`src/rtl/uss_map.vh`:
```
// Register addresses, field positions and reset values of the serial shift unit.
`ifndef USS_MAP_VH
`define USS_MAP_VH
`define USS_ADDR_CONTROL 2'h0
`define USS_ADDR_STATUS 2'h1
`define USS_ADDR_DATA 2'h2
`define USS_ADDR_BUFFER 2'h3
`define USS_CTL_START_IE 7
`define USS_CTL_OVF_IE 6
`define USS_CTL_WIRE_HI 5
`define USS_CTL_WIRE_LO 4
`define USS_CTL_CS_HI 3
`define USS_CTL_CS_LO 2
`define USS_CTL_STROBE 1
`define USS_CTL_TOGGLE 0
`define USS_ST_START 7
`define USS_ST_OVF 6
`define USS_ST_STOP 5
`define USS_ST_COLL 4
`define USS_WIRE_OFF 2'h0
`define USS_WIRE_THREE 2'h1
`define USS_WIRE_TWO 2'h2
`define USS_WIRE_TWO_HOLD 2'h3
`define USS_CS_NONE 2'h0
`define USS_CS_TIMER 2'h1
`define USS_ZERO8 8'h00
`define USS_ZERO4 4'h0
`define USS_CNT_ONE 4'h1
`define USS_CNT_MAX 4'hf
`endif

```
`src/rtl/uss_core.v`:
```
// Universal serial shift unit: shift data, buffer, counter, flags and line control.
`timescale 1ns/100ps
`include "uss_map.vh"
// Summary of operation
// - Source 00 strobe or none; 01 timer.
// - External: data one edge, counter both.
// - External source: strobe bit selects counter clock.
// - Source 00: strobe write shifts data and counts once.
// - Strobe and toggle bits always read zero.
// - Toggle write inverts clock port value.
// - External plus strobe: toggle clocks counter.
// - Start flag: start condition, or clock edge.
// - Start flag interrupt, cleared by one, releases hold.
// - Start interrupt wakes from every sleep.
// - Overflow flag on wrap, interrupt, write-one clear.
// - Overflow interrupt wakes from idle only.
// - Stop flag in two-wire, no interrupt.
// - Collision when bit 7 differs from pin.
// - Counter readable and writable in status.
// - Inputs feed unit even with outputs off.
// - Write wins over simultaneous shift.
// - Output latch transparent per clock source.
// - Completed transfer copies data into buffer.
// - Two-wire start holds clock line low.
// - Hold mode also holds clock on overflow.
module uss_core (
	// System clock and reset.
	input wire clock,
	input wire reset_n,
	// Register port.
	input wire [1:0] regAddr,
	input wire [7:0] regWrData,
	input wire regWrite,
	input wire regRead,
	output reg [7:0] regRdData_reg,
	// Timer compare match pulse and global interrupt enable, same clock.
	input wire timerMatch,
	input wire globalIntEnable,
	// Pin direction settings for the clock and data pins.
	input wire clkPinDirOut,
	input wire dataPinDirOut,
	// Serial clock pin, open drain in two-wire modes.
	input wire serialClkPinIn,
	output reg serialClkPinOut_reg,
	output reg serialClkPinOe_reg,
	// Serial data input pin, also the two-wire data line.
	input wire serialInPinIn,
	output reg serialInPinOut_reg,
	output reg serialInPinOe_reg,
	// Three-wire data output pin.
	output reg dataOutPin_reg,
	output reg dataOutPinOe_reg,
	// Interrupt requests and wake requests.
	output reg startIrq_reg,
	output reg ovfIrq_reg,
	output reg wakeAnySleep_reg,
	output reg wakeIdle_reg
);
	reg [7:0] control_reg;
	reg [7:0] shiftData_reg;
	reg [7:0] shiftBuffer_reg;
	reg [3:0] transferCounter_reg;
	reg startCondFlag_reg;
	reg countOvfFlag_reg;
	reg stopCondFlag_reg;
	reg clkPort_reg;
	reg startHold_reg;
	reg ovfHold_reg;
	reg outLatch_reg;
	reg dataSample_reg;
	reg [1:0] clkSync_reg;
	reg [1:0] dataSync_reg;
	reg clkPrev_reg;
	reg dataPrev_reg;

	wire [1:0] clkSrcSel = control_reg[`USS_CTL_CS_HI:`USS_CTL_CS_LO];
	wire [1:0] wireSel = control_reg[`USS_CTL_WIRE_HI:`USS_CTL_WIRE_LO];
	wire softClkStrobe = control_reg[`USS_CTL_STROBE];
	wire extSrc = clkSrcSel[1];
	wire twoWire = wireSel[1];
	wire clkLine = clkSync_reg[1];
	wire dataLine = dataSync_reg[1];
	wire clkRise = clkLine & ~clkPrev_reg;
	wire clkFall = ~clkLine & clkPrev_reg;

	// Register decode shared by writes and write-one clears.
	function wrHit;
		input [1:0] addr;
		input [1:0] target;
		input we;
		begin
			wrHit = we & (addr == target);
		end
	endfunction

	wire wrCtl = wrHit(regAddr, `USS_ADDR_CONTROL, regWrite);
	wire wrSt = wrHit(regAddr, `USS_ADDR_STATUS, regWrite);
	wire wrData = wrHit(regAddr, `USS_ADDR_DATA, regWrite);
	wire strobeWr = wrCtl & regWrData[`USS_CTL_STROBE];
	wire toggleWr = wrCtl & regWrData[`USS_CTL_TOGGLE];

	// Shift clock selection.
	reg shiftClk;
	reg countClk;
	always @* begin
		shiftClk = 1'b0;
		countClk = 1'b0;
		if (extSrc) begin
			shiftClk = clkSrcSel[0] ? clkFall : clkRise;
			if (softClkStrobe) begin
				countClk = toggleWr;
			end else begin
				countClk = clkRise | clkFall;
			end
		end else if (clkSrcSel == `USS_CS_TIMER) begin
			shiftClk = timerMatch;
			countClk = timerMatch;
		end else begin
			shiftClk = strobeWr;
			countClk = strobeWr;
		end
	end

	// A counter write in the same cycle as a count takes the written value.
	wire countWrap = countClk & ~wrSt & (transferCounter_reg == `USS_CNT_MAX);
	wire [7:0] shiftNext = {shiftData_reg[6:0], dataSample_reg};
	wire shiftEff = shiftClk & ~wrData;
	wire [7:0] dataNext = wrData ? regWrData : (shiftEff ? shiftNext : shiftData_reg);

	// Two-wire bus conditions seen on the synchronised lines.
	wire startCond = twoWire & clkLine & dataPrev_reg & ~dataLine;
	wire stopCond = twoWire & clkLine & ~dataPrev_reg & dataLine;
	wire startEvent = twoWire ? startCond : (clkRise | clkFall);
	wire startClr = wrSt & regWrData[`USS_ST_START];
	wire ovfClr = wrSt & regWrData[`USS_ST_OVF];
	wire stopClr = wrSt & regWrData[`USS_ST_STOP];
	wire startFlagNext = startEvent | (startCondFlag_reg & ~startClr);
	wire ovfFlagNext = countWrap | (countOvfFlag_reg & ~ovfClr);
	wire clkPortNext = toggleWr ? ~clkPort_reg : clkPort_reg;
	wire startHoldNext = (startCond & clkPinDirOut) | (startHold_reg & ~startClr);
	wire ovfHoldNext = (countWrap & (wireSel == `USS_WIRE_TWO_HOLD))
		| (ovfHold_reg & ~ovfClr);
	wire holdLow = twoWire & (startHoldNext | ovfHoldNext);
	// The output latch follows bit 7 while open; with an external clock it is
	// open only in the first half of the serial clock, so data changes away
	// from the sampling edge.
	wire latchOpen = ~extSrc | (clkSrcSel[0] ? clkLine : ~clkLine);
	wire latchNext = latchOpen ? dataNext[7] : outLatch_reg;

	reg [7:0] rdMux;
	always @* begin
		rdMux = `USS_ZERO8;
		case (regAddr)
			`USS_ADDR_CONTROL: begin
				rdMux = {control_reg[7:2], 2'b00};
			end
			`USS_ADDR_STATUS: begin
				rdMux = {startCondFlag_reg, countOvfFlag_reg, stopCondFlag_reg,
					shiftData_reg[7] ^ dataLine, transferCounter_reg};
			end
			`USS_ADDR_DATA: begin
				rdMux = shiftData_reg;
			end
			`USS_ADDR_BUFFER: begin
				rdMux = shiftBuffer_reg;
			end
			default: begin
				rdMux = `USS_ZERO8;
			end
		endcase
	end

	// Pins cross two flip-flops before any logic looks at them.
	always @(posedge clock or negedge reset_n) begin
		if (!reset_n) begin
			clkSync_reg <= 2'b00;
			dataSync_reg <= 2'b00;
		end else begin
			clkSync_reg <= {clkSync_reg[0], serialClkPinIn};
			dataSync_reg <= {dataSync_reg[0], serialInPinIn};
		end
	end

	// Line history for edge and bus condition detection.
	always @(posedge clock or negedge reset_n) begin
		if (!reset_n) begin
			clkPrev_reg <= 1'b0;
			dataPrev_reg <= 1'b0;
		end else begin
			clkPrev_reg <= clkLine;
			dataPrev_reg <= dataLine;
		end
	end

	// The input is sampled one cycle ahead of the shift it feeds.
	always @(posedge clock or negedge reset_n) begin
		if (!reset_n) begin
			dataSample_reg <= 1'b0;
		end else begin
			dataSample_reg <= dataLine;
		end
	end

	// The strobe bit is kept only where it selects the counter clock.
	always @(posedge clock or negedge reset_n) begin
		if (!reset_n) begin
			control_reg <= `USS_ZERO8;
		end else begin
			if (wrCtl) begin
				control_reg <= {regWrData[7:2], 2'b00} |
					{6'b000000, regWrData[`USS_CTL_STROBE] & regWrData[`USS_CTL_CS_HI], 1'b0};
			end
		end
	end

	always @(posedge clock or negedge reset_n) begin
		if (!reset_n) begin
			shiftData_reg <= `USS_ZERO8;
		end else begin
			shiftData_reg <= dataNext;
		end
	end

	always @(posedge clock or negedge reset_n) begin
		if (!reset_n) begin
			transferCounter_reg <= `USS_ZERO4;
		end else begin
			if (wrSt) begin
				transferCounter_reg <= regWrData[3:0];
			end else if (countClk) begin
				transferCounter_reg <= transferCounter_reg + `USS_CNT_ONE;
			end
		end
	end

	// Loading on the wrap edge keeps the copy free of the next shift.
	always @(posedge clock or negedge reset_n) begin
		if (!reset_n) begin
			shiftBuffer_reg <= `USS_ZERO8;
		end else begin
			if (countWrap) begin
				shiftBuffer_reg <= dataNext;
			end
		end
	end

	always @(posedge clock or negedge reset_n) begin
		if (!reset_n) begin
			startCondFlag_reg <= 1'b0;
		end else begin
			startCondFlag_reg <= startFlagNext;
		end
	end

	always @(posedge clock or negedge reset_n) begin
		if (!reset_n) begin
			countOvfFlag_reg <= 1'b0;
		end else begin
			countOvfFlag_reg <= ovfFlagNext;
		end
	end

	always @(posedge clock or negedge reset_n) begin
		if (!reset_n) begin
			stopCondFlag_reg <= 1'b0;
		end else begin
			stopCondFlag_reg <= stopCond | (stopCondFlag_reg & ~stopClr);
		end
	end

	always @(posedge clock or negedge reset_n) begin
		if (!reset_n) begin
			clkPort_reg <= 1'b0;
		end else begin
			clkPort_reg <= clkPortNext;
		end
	end

	always @(posedge clock or negedge reset_n) begin
		if (!reset_n) begin
			startHold_reg <= 1'b0;
		end else begin
			startHold_reg <= startHoldNext;
		end
	end

	always @(posedge clock or negedge reset_n) begin
		if (!reset_n) begin
			ovfHold_reg <= 1'b0;
		end else begin
			ovfHold_reg <= ovfHoldNext;
		end
	end

	always @(posedge clock or negedge reset_n) begin
		if (!reset_n) begin
			outLatch_reg <= 1'b0;
		end else begin
			outLatch_reg <= latchNext;
		end
	end

	// Read data stand for one cycle only, so an idle bus reads zero.
	always @(posedge clock or negedge reset_n) begin
		if (!reset_n) begin
			regRdData_reg <= `USS_ZERO8;
		end else begin
			regRdData_reg <= regRead ? rdMux : `USS_ZERO8;
		end
	end

	// Interrupt requests come from the flags after this edge.
	always @(posedge clock or negedge reset_n) begin
		if (!reset_n) begin
			startIrq_reg <= 1'b0;
			ovfIrq_reg <= 1'b0;
		end else begin
			startIrq_reg <= startFlagNext & control_reg[`USS_CTL_START_IE] & globalIntEnable;
			ovfIrq_reg <= ovfFlagNext & control_reg[`USS_CTL_OVF_IE] & globalIntEnable;
		end
	end

	// Wake requests ignore the global enable so a sleeping core still hears them.
	always @(posedge clock or negedge reset_n) begin
		if (!reset_n) begin
			wakeAnySleep_reg <= 1'b0;
			wakeIdle_reg <= 1'b0;
		end else begin
			wakeAnySleep_reg <= startFlagNext & control_reg[`USS_CTL_START_IE];
			wakeIdle_reg <= ovfFlagNext & control_reg[`USS_CTL_OVF_IE];
		end
	end

	// Two-wire lines are open drain: only a low is ever driven.
	always @(posedge clock or negedge reset_n) begin
		if (!reset_n) begin
			serialClkPinOut_reg <= 1'b0;
			serialClkPinOe_reg <= 1'b0;
		end else begin
			if (twoWire) begin
				serialClkPinOut_reg <= 1'b0;
				serialClkPinOe_reg <= clkPinDirOut & (~clkPortNext | holdLow);
			end else begin
				serialClkPinOut_reg <= clkPortNext;
				serialClkPinOe_reg <= clkPinDirOut;
			end
		end
	end

	always @(posedge clock or negedge reset_n) begin
		if (!reset_n) begin
			serialInPinOut_reg <= 1'b0;
			serialInPinOe_reg <= 1'b0;
		end else begin
			serialInPinOut_reg <= 1'b0;
			if (twoWire) begin
				serialInPinOe_reg <= dataPinDirOut & ~latchNext;
			end else begin
				serialInPinOe_reg <= 1'b0;
			end
		end
	end

	always @(posedge clock or negedge reset_n) begin
		if (!reset_n) begin
			dataOutPin_reg <= 1'b0;
			dataOutPinOe_reg <= 1'b0;
		end else begin
			if (twoWire) begin
				dataOutPin_reg <= 1'b0;
				dataOutPinOe_reg <= 1'b0;
			end else begin
				dataOutPin_reg <= latchNext;
				dataOutPinOe_reg <= dataPinDirOut & (wireSel == `USS_WIRE_THREE);
			end
		end
	end
endmodule

```
`config.mk`:
```
export PLATFORM = sky130hd
export DESIGN_NAME = uss_core
export DESIGN_NICKNAME = d
export VERILOG_FILES = /design/src/rtl/uss_core.v
export VERILOG_INCLUDE_DIRS = /design/src /design/src/rtl
export SDC_FILE = /design/constraint.sdc
export NUM_CORES = 1
export LEC_CHECK = 0
export BUFFER_PORTS_ARGS = -buffer_cell sky130_fd_sc_hd__buf_4
export CORE_MARGIN = 1
export CORE_UTILIZATION = 60
export CTS_CLUSTER_DIAMETER = 100
export CTS_CLUSTER_SIZE = 20
export DETAILED_ROUTE_END_ITERATION = 8
export PLACE_DENSITY = 0.83
export SLEW_MARGIN = 20
export SYNTH_ARGS = -nofsm -noshare
export SYNTH_HDL_FRONTEND = slang
export SYNTH_SLANG_ARGS = --single-unit
```
`constraint.sdc`:
```
create_clock -name clock -period 5.25 [get_ports clock]
set_clock_uncertainty 0.15 [all_clocks]
set_input_delay 0.2625 -clock clock [delete_from_list [all_inputs] [get_ports clock]]
set_output_delay 0.2625 -clock clock [all_outputs]
set_load 0.05 [all_outputs]
```
## After elaboration in Yosys (flattened, before gate mapping)

Cells that the tools add are included.

- Logic and storage cells: 113
- Bits in latches: 0
- Register bits after elaboration: 58
- Bits in writable memories: 0
- Memories kept: 0
- Output and inout bits: 18
- Bits of input ports: 20
- ROM bits: 0

- Reductions and logical operators: 2
- $add $sub $neg: 1
- Bitwise logic cells: 58
- Shift-type cells: 0
- Multipliers: 0
- Muxes and demuxes: 20
- Equal/unequal tests: 7
- $lt $le $gt $ge: 0
- Divide/modulo/power cells: 0

Operator list:

| operator | count |
|---|---|
| $and A1 B1 Y1 | 34 |
| $pmux W8 S4 | 1 |
| $mux W8 | 3 |
| $mux W1 | 14 |
| $not A1 Y1 | 13 |
| $or A1 B1 Y1 | 9 |
| $mux W4 | 2 |
| $or A8 B2 Y8 | 1 |
| $eq A2 B1 Y1 const B | 3 |
| $eq A2 B2 Y1 const B | 3 |
| $add A4 B1 Y4 const B | 1 |
| $eq A4 B4 Y1 const B | 1 |
| $logic_not A2 Y1 | 1 |
| $reduce_bool A2 Y1 | 1 |
| $xor A1 B1 Y1 | 1 |

## Longest topological paths before layout

- Word-level depth: 14
- Depth in mapped cells: 8
- Mapped depth without buffers: 7

## Worst setup path after synthesis

No wires, ideal clock.

- Kind: reg-to-reg
- From: register clkSync_reg[1]
- To: register shiftBuffer_reg[0]
- Buffers on the path: 1
- Data required time: 4.975 ns
- Library setup time: 0.125 ns
- Setup slack: 3.271 ns
- Cell stages (with the launch flop): 8
- Arrival time: 1.705 ns
- Clock period less this slack: 1.979 ns
- Cell sequence: dfrtp_1 inv_1 ha_1 o21ai_0 a21oi_2 nor3b_2 buf_4 mux2_2

- Word-level cells in the longest chain between the ends: 7
- Elaborated cells between the ends (all ways): 13
- Classes of those cells: mux (6); bitwise (7)

RTL lines:

| item | RTL line | RTL |
|---|---|---|
| from (decl) | uss_core.v:71 | `reg [1:0] clkSync_reg;` |
| from (signal assigned) | uss_core.v:179 | `clkSync_reg <= {clkSync_reg[0], serialClkPinIn};` |
| $not A1 Y1 | uss_core.v:84 | `wire clkFall = ~clkLine & clkPrev_reg;` |
| $and A1 B1 Y1 | uss_core.v:84 |  |
| $mux W1 or $or A1 B1 Y1 (tied branches) | uss_core.v:109, uss_core.v:113 |  |
| $mux W1 (on tied branches) | uss_core.v:108, uss_core.v:110 |  |
| $and A1 B1 Y1 or $mux W1 (tied branches) | uss_core.v:127, uss_core.v:108 |  |
| $mux W8 or $and A1 B1 Y1 (tied branches) (2 in series) | uss_core.v:128, uss_core.v:125 |  |
| to (signal assigned) | uss_core.v:239 | `` shiftBuffer_reg <= `USS_ZERO8; `` |
| to (signal assigned) | uss_core.v:242 | `shiftBuffer_reg <= dataNext;` |
| to (decl) | uss_core.v:61 | `reg [7:0] shiftBuffer_reg;` |

Several ways; a longest one is shown, not always the timed one.
A chain may end at the register's enable or synchronous reset.

## Worst setup path after layout

- From: register clkSync_reg[1]
- To: register shiftBuffer_reg[1]

The elaborated chain is that of the path after synthesis.

==> flow_summary.yaml <==
run_status:
  outcome: "finished clean"
critical_path:
  startpoint: "clkSync_reg[1]$_DFF_PN0_"
  cp_num_cells: 6
  critical_path_buf_inv_count: 1
  end_kind: "register"
  cpMaxStageDelayCell: "nor3b_2"
  crit_required_ns: 5.32
  regToRegSetupSlack_ns: 2.72
  crit_type: "reg -> reg"
  crit_family: "simple AND/OR/NAND/NOR gates"
  max_stage_delay_ns: 0.68
  crit_path_start_kind: "register"
  worst_r2r_path_depth: 6
  critPathArrivalTime_ns: 2.60
  r2r_start: "clkSync_reg[1]$_DFF_PN0_"
  reg2reg_to: "shiftBuffer_reg[1]$_DFFE_PN0P_"
  crit_fanout: 11
  endpoint: "shiftBuffer_reg[1]$_DFFE_PN0P_"
  path_cells: "inv_1 > ha_1 > o21ai_0 > a21oi_2 > nor3b_2 > mux2_2"
place:
  post-place-ws_ns: 2.63
  dp_hpwl_mm: 3.60
  port_buffers: 36
  gp_congestion: 0.932
synth:
  synth.avg_cell_area_um2: 12.1
  ys.flop_type: "dfrtp_1"
  ys_warn_count: 0
  syn-cell-area_mm2: 0.00255
  async_flop_share_pct: 100
  synth_edf_count: 0
  synthDistinctLibCells: 45
  syn_nets: 234
  postSynthCellCount: 211
  ys_seq_area_share_pct: 56.0
  ys_ff_latch: 57
sta:
  tns_ns: 0
  slew_violations: 0
  clock.fmax_mhz: 396
  rsz0062_at_grt: "false"
  hold_violations: 0
  finalCriticalPeriod_ns: 2.53
  relSlewSlack_pct: 38.9
  final.period_utilization_pct: 48.2
  worst_pin_slew_ns: 0.916
  setup_ws_ns: 2.72
  setup_violations: 0
clock_tree:
  cts_sinks: 57
  clockBufferDepth: 2
  cts_setup_buffers: 0
  clk_pin_slew_ns: 0.07
  tritoncts: "done"
  clock-root-buffer: "clkbuf_8"
  h-tree-depth: 3
  post_cts_resized: 0
  cts_hold_buf: 6
  cts_made_buffers: 9
  clock_latency_ns: 0.34
hold_path:
  hp-class: "in -> reg"
layout:
  syn_to_final_growth_pct: 20.4
  layout_common_cells: "57 x dfrtp_1, 36 x buf_4, 16 x nor2_1"
  layout_commonest_cell: "dfrtp_1"
  fillCellCount: 262
  antenna_cells: 0
  layout-drive-gt1-share_pct: 31.3
  multi_input_area_mm2: 0.00104
  nets: 277
  register_area_mm2: 0.00143
grt:
  track_usage_pct: 27.0
  grt_use_met2_pct: 37.1
  use_met3_pct: 8.61
  antenna_found_initial: 0
  busiest_layer: "met1"
  grt_max_degree: 58
  grt_pass1_vias: 1619
  grt_pass1_wl_mm: 8.31
  use_met1_pct: 38.4
  overflow: 0
route:
  drcViolationCount: 0
  dr.pass1.iters: 5
  vias: 1818
  via_per_inst: 5.88
  final_antenna_net_count: 0
  routed_wl_mm: 5.21
  wl_per_cell_um: 16.9
  drt_iter0_markers: 127
floorplanning:
  core_mm2: 0.00403
  rows: 23
  ioPinCount: 38
  start_util_pct: 63.2
  die_w_um: 67.1
  dieArea_mm2: 0.00451
  die_h_um: 67.1
power_and_ir_drop:
  power.density_mw_per_mm2: 490
  max-vdd-ir-drop_uv: 289
  p_leak_nw: 1.42
flow_run:
  drv_cap: 0
worst min-delay path, cell delays in order:
cell	delay, ns
buf_4	0.09
nand2_1	0.04
o21ai_1	0.06
synth_stat cells, types with 2 or more instances:
| cell type | number | area, um^2 |
|---|---|---|
| nor2_1 | 16 | 60.1 |
| a21oi_1 | 3 | 15.0 |
| dfrtp_1 | 57 | 1430 |
| nand3_1 | 10 | 50.1 |
| nor3b_2 | 2 | 25.0 |
| mux4_2 | 6 | 135 |
| inv_1 | 6 | 22.5 |
| mux2i_1 | 2 | 20.0 |
| clkbuf_1 | 3 | 11.3 |
| ha_1 | 3 | 37.5 |
| nor2b_1 | 4 | 25.0 |
| mux2_2 | 15 | 169 |
| xor2_1 | 2 | 17.5 |
| and2_1 | 9 | 56.3 |
| buf_4 | 2 | 15.0 |
| and3_1 | 5 | 31.3 |
| a22oi_1 | 2 | 15.0 |
| buf_2 | 2 | 10.0 |
| xnor2_1 | 4 | 35.0 |
| o21ai_1 | 8 | 40.0 |
| nand4_1 | 2 | 12.5 |
| buf_1 | 2 | 7.51 |
| a31oi_1 | 7 | 43.8 |
| nand2_1 | 15 | 56.3 |
| o21ai_0 | 4 | 20.0 |
layer usage:
layer / wire length (um) / part of all wire [%]
met2: 2340 / 45
met3: 375 / 7.2
met5: 0 / 0
met1: 2360 / 45
met4: 139 / 2.7
through the flow:
stage	power, W	hold slack [ns]	instances	cell area (um^2)	utilization, %
6_report	0.00150	0.0129	309	3070	76.1
5_1_grt	0.00159	0.0218	309	3070	76.1
4_1_cts	0.00151	0.000487	309	3070	76.1
3_5_place_dp	0.00113	0.186	287	2820	70.1
3_3_place_gp	0.00112	0.182	287	2820	70.1
2_1_floorplan	0.000994	-0.183	211	2550	-
worst min-delay path by stage:
| stage | start | to | slack, ns | depth (start not counted) |
|---|---|---|---|---|
| 4_1_cts | regWrData[2] | transferCounter_reg[2]$_DFFE_PN0P_ | 0.0005 | 3 |
| 3_5_place_dp | dataSync_reg[0]$_DFF_PN0_ | dataSync_reg[1]$_DFF_PN0_ | 0.19 | 0 |
| 2_1_floorplan | reset_n | clkPort_reg$_DFF_PN0_ | -0.18 | 0 |
| 3_3_place_gp | dataSync_reg[0]$_DFF_PN0_ | dataSync_reg[1]$_DFF_PN0_ | 0.18 | 0 |
| 6_report | regWrData[2] | transferCounter_reg[2]$_DFFE_PN0P_ | 0.01 | 3 |
| 5_1_grt | globalIntEnable | ovfIrq_reg$_DFF_PN0_ | 0.02 | 2 |
logic make-up (layout without fill, tap and decap cells):
logic type | Yosys count | count (layout) | share of synthesized area, %
buffers and inverters | 16 | 64 | 3.05
adders and majority gates | 3 | 3 | 1.47
muxes | 23 | 23 | 12.7
and+or+nand+nor | 71 | 71 | 15.5
AOI/OAI and AO/OA | 34 | 34 | 8.99
xor gates and xnor gates | 6 | 6 | 2.06
other | 1 | 1 | 0.147
DFF | 57 | 57 | 56.0
power by group:
| part | leakage, nW | internal, W | switching (W) |
|---|---|---|---|
| Clock | 0.0846 | 0.000196 | 0.000171 |
| Combinational | 0.628 | 0.000203 | 0.000264 |
| Sequential | 0.707 | 0.000570 | 0.0000976 |
final cells by class:
cell class,count,area share [%]
tap,50,2.04
timing repair buffer,42,10.8
sequential,57,46.5
multi-input combinational,138,34.0
clock inverter,4,0.898
inverter,6,0.734
clock buffer,12,5.06
No activity file was read; power rests on OpenSTA's default activity.
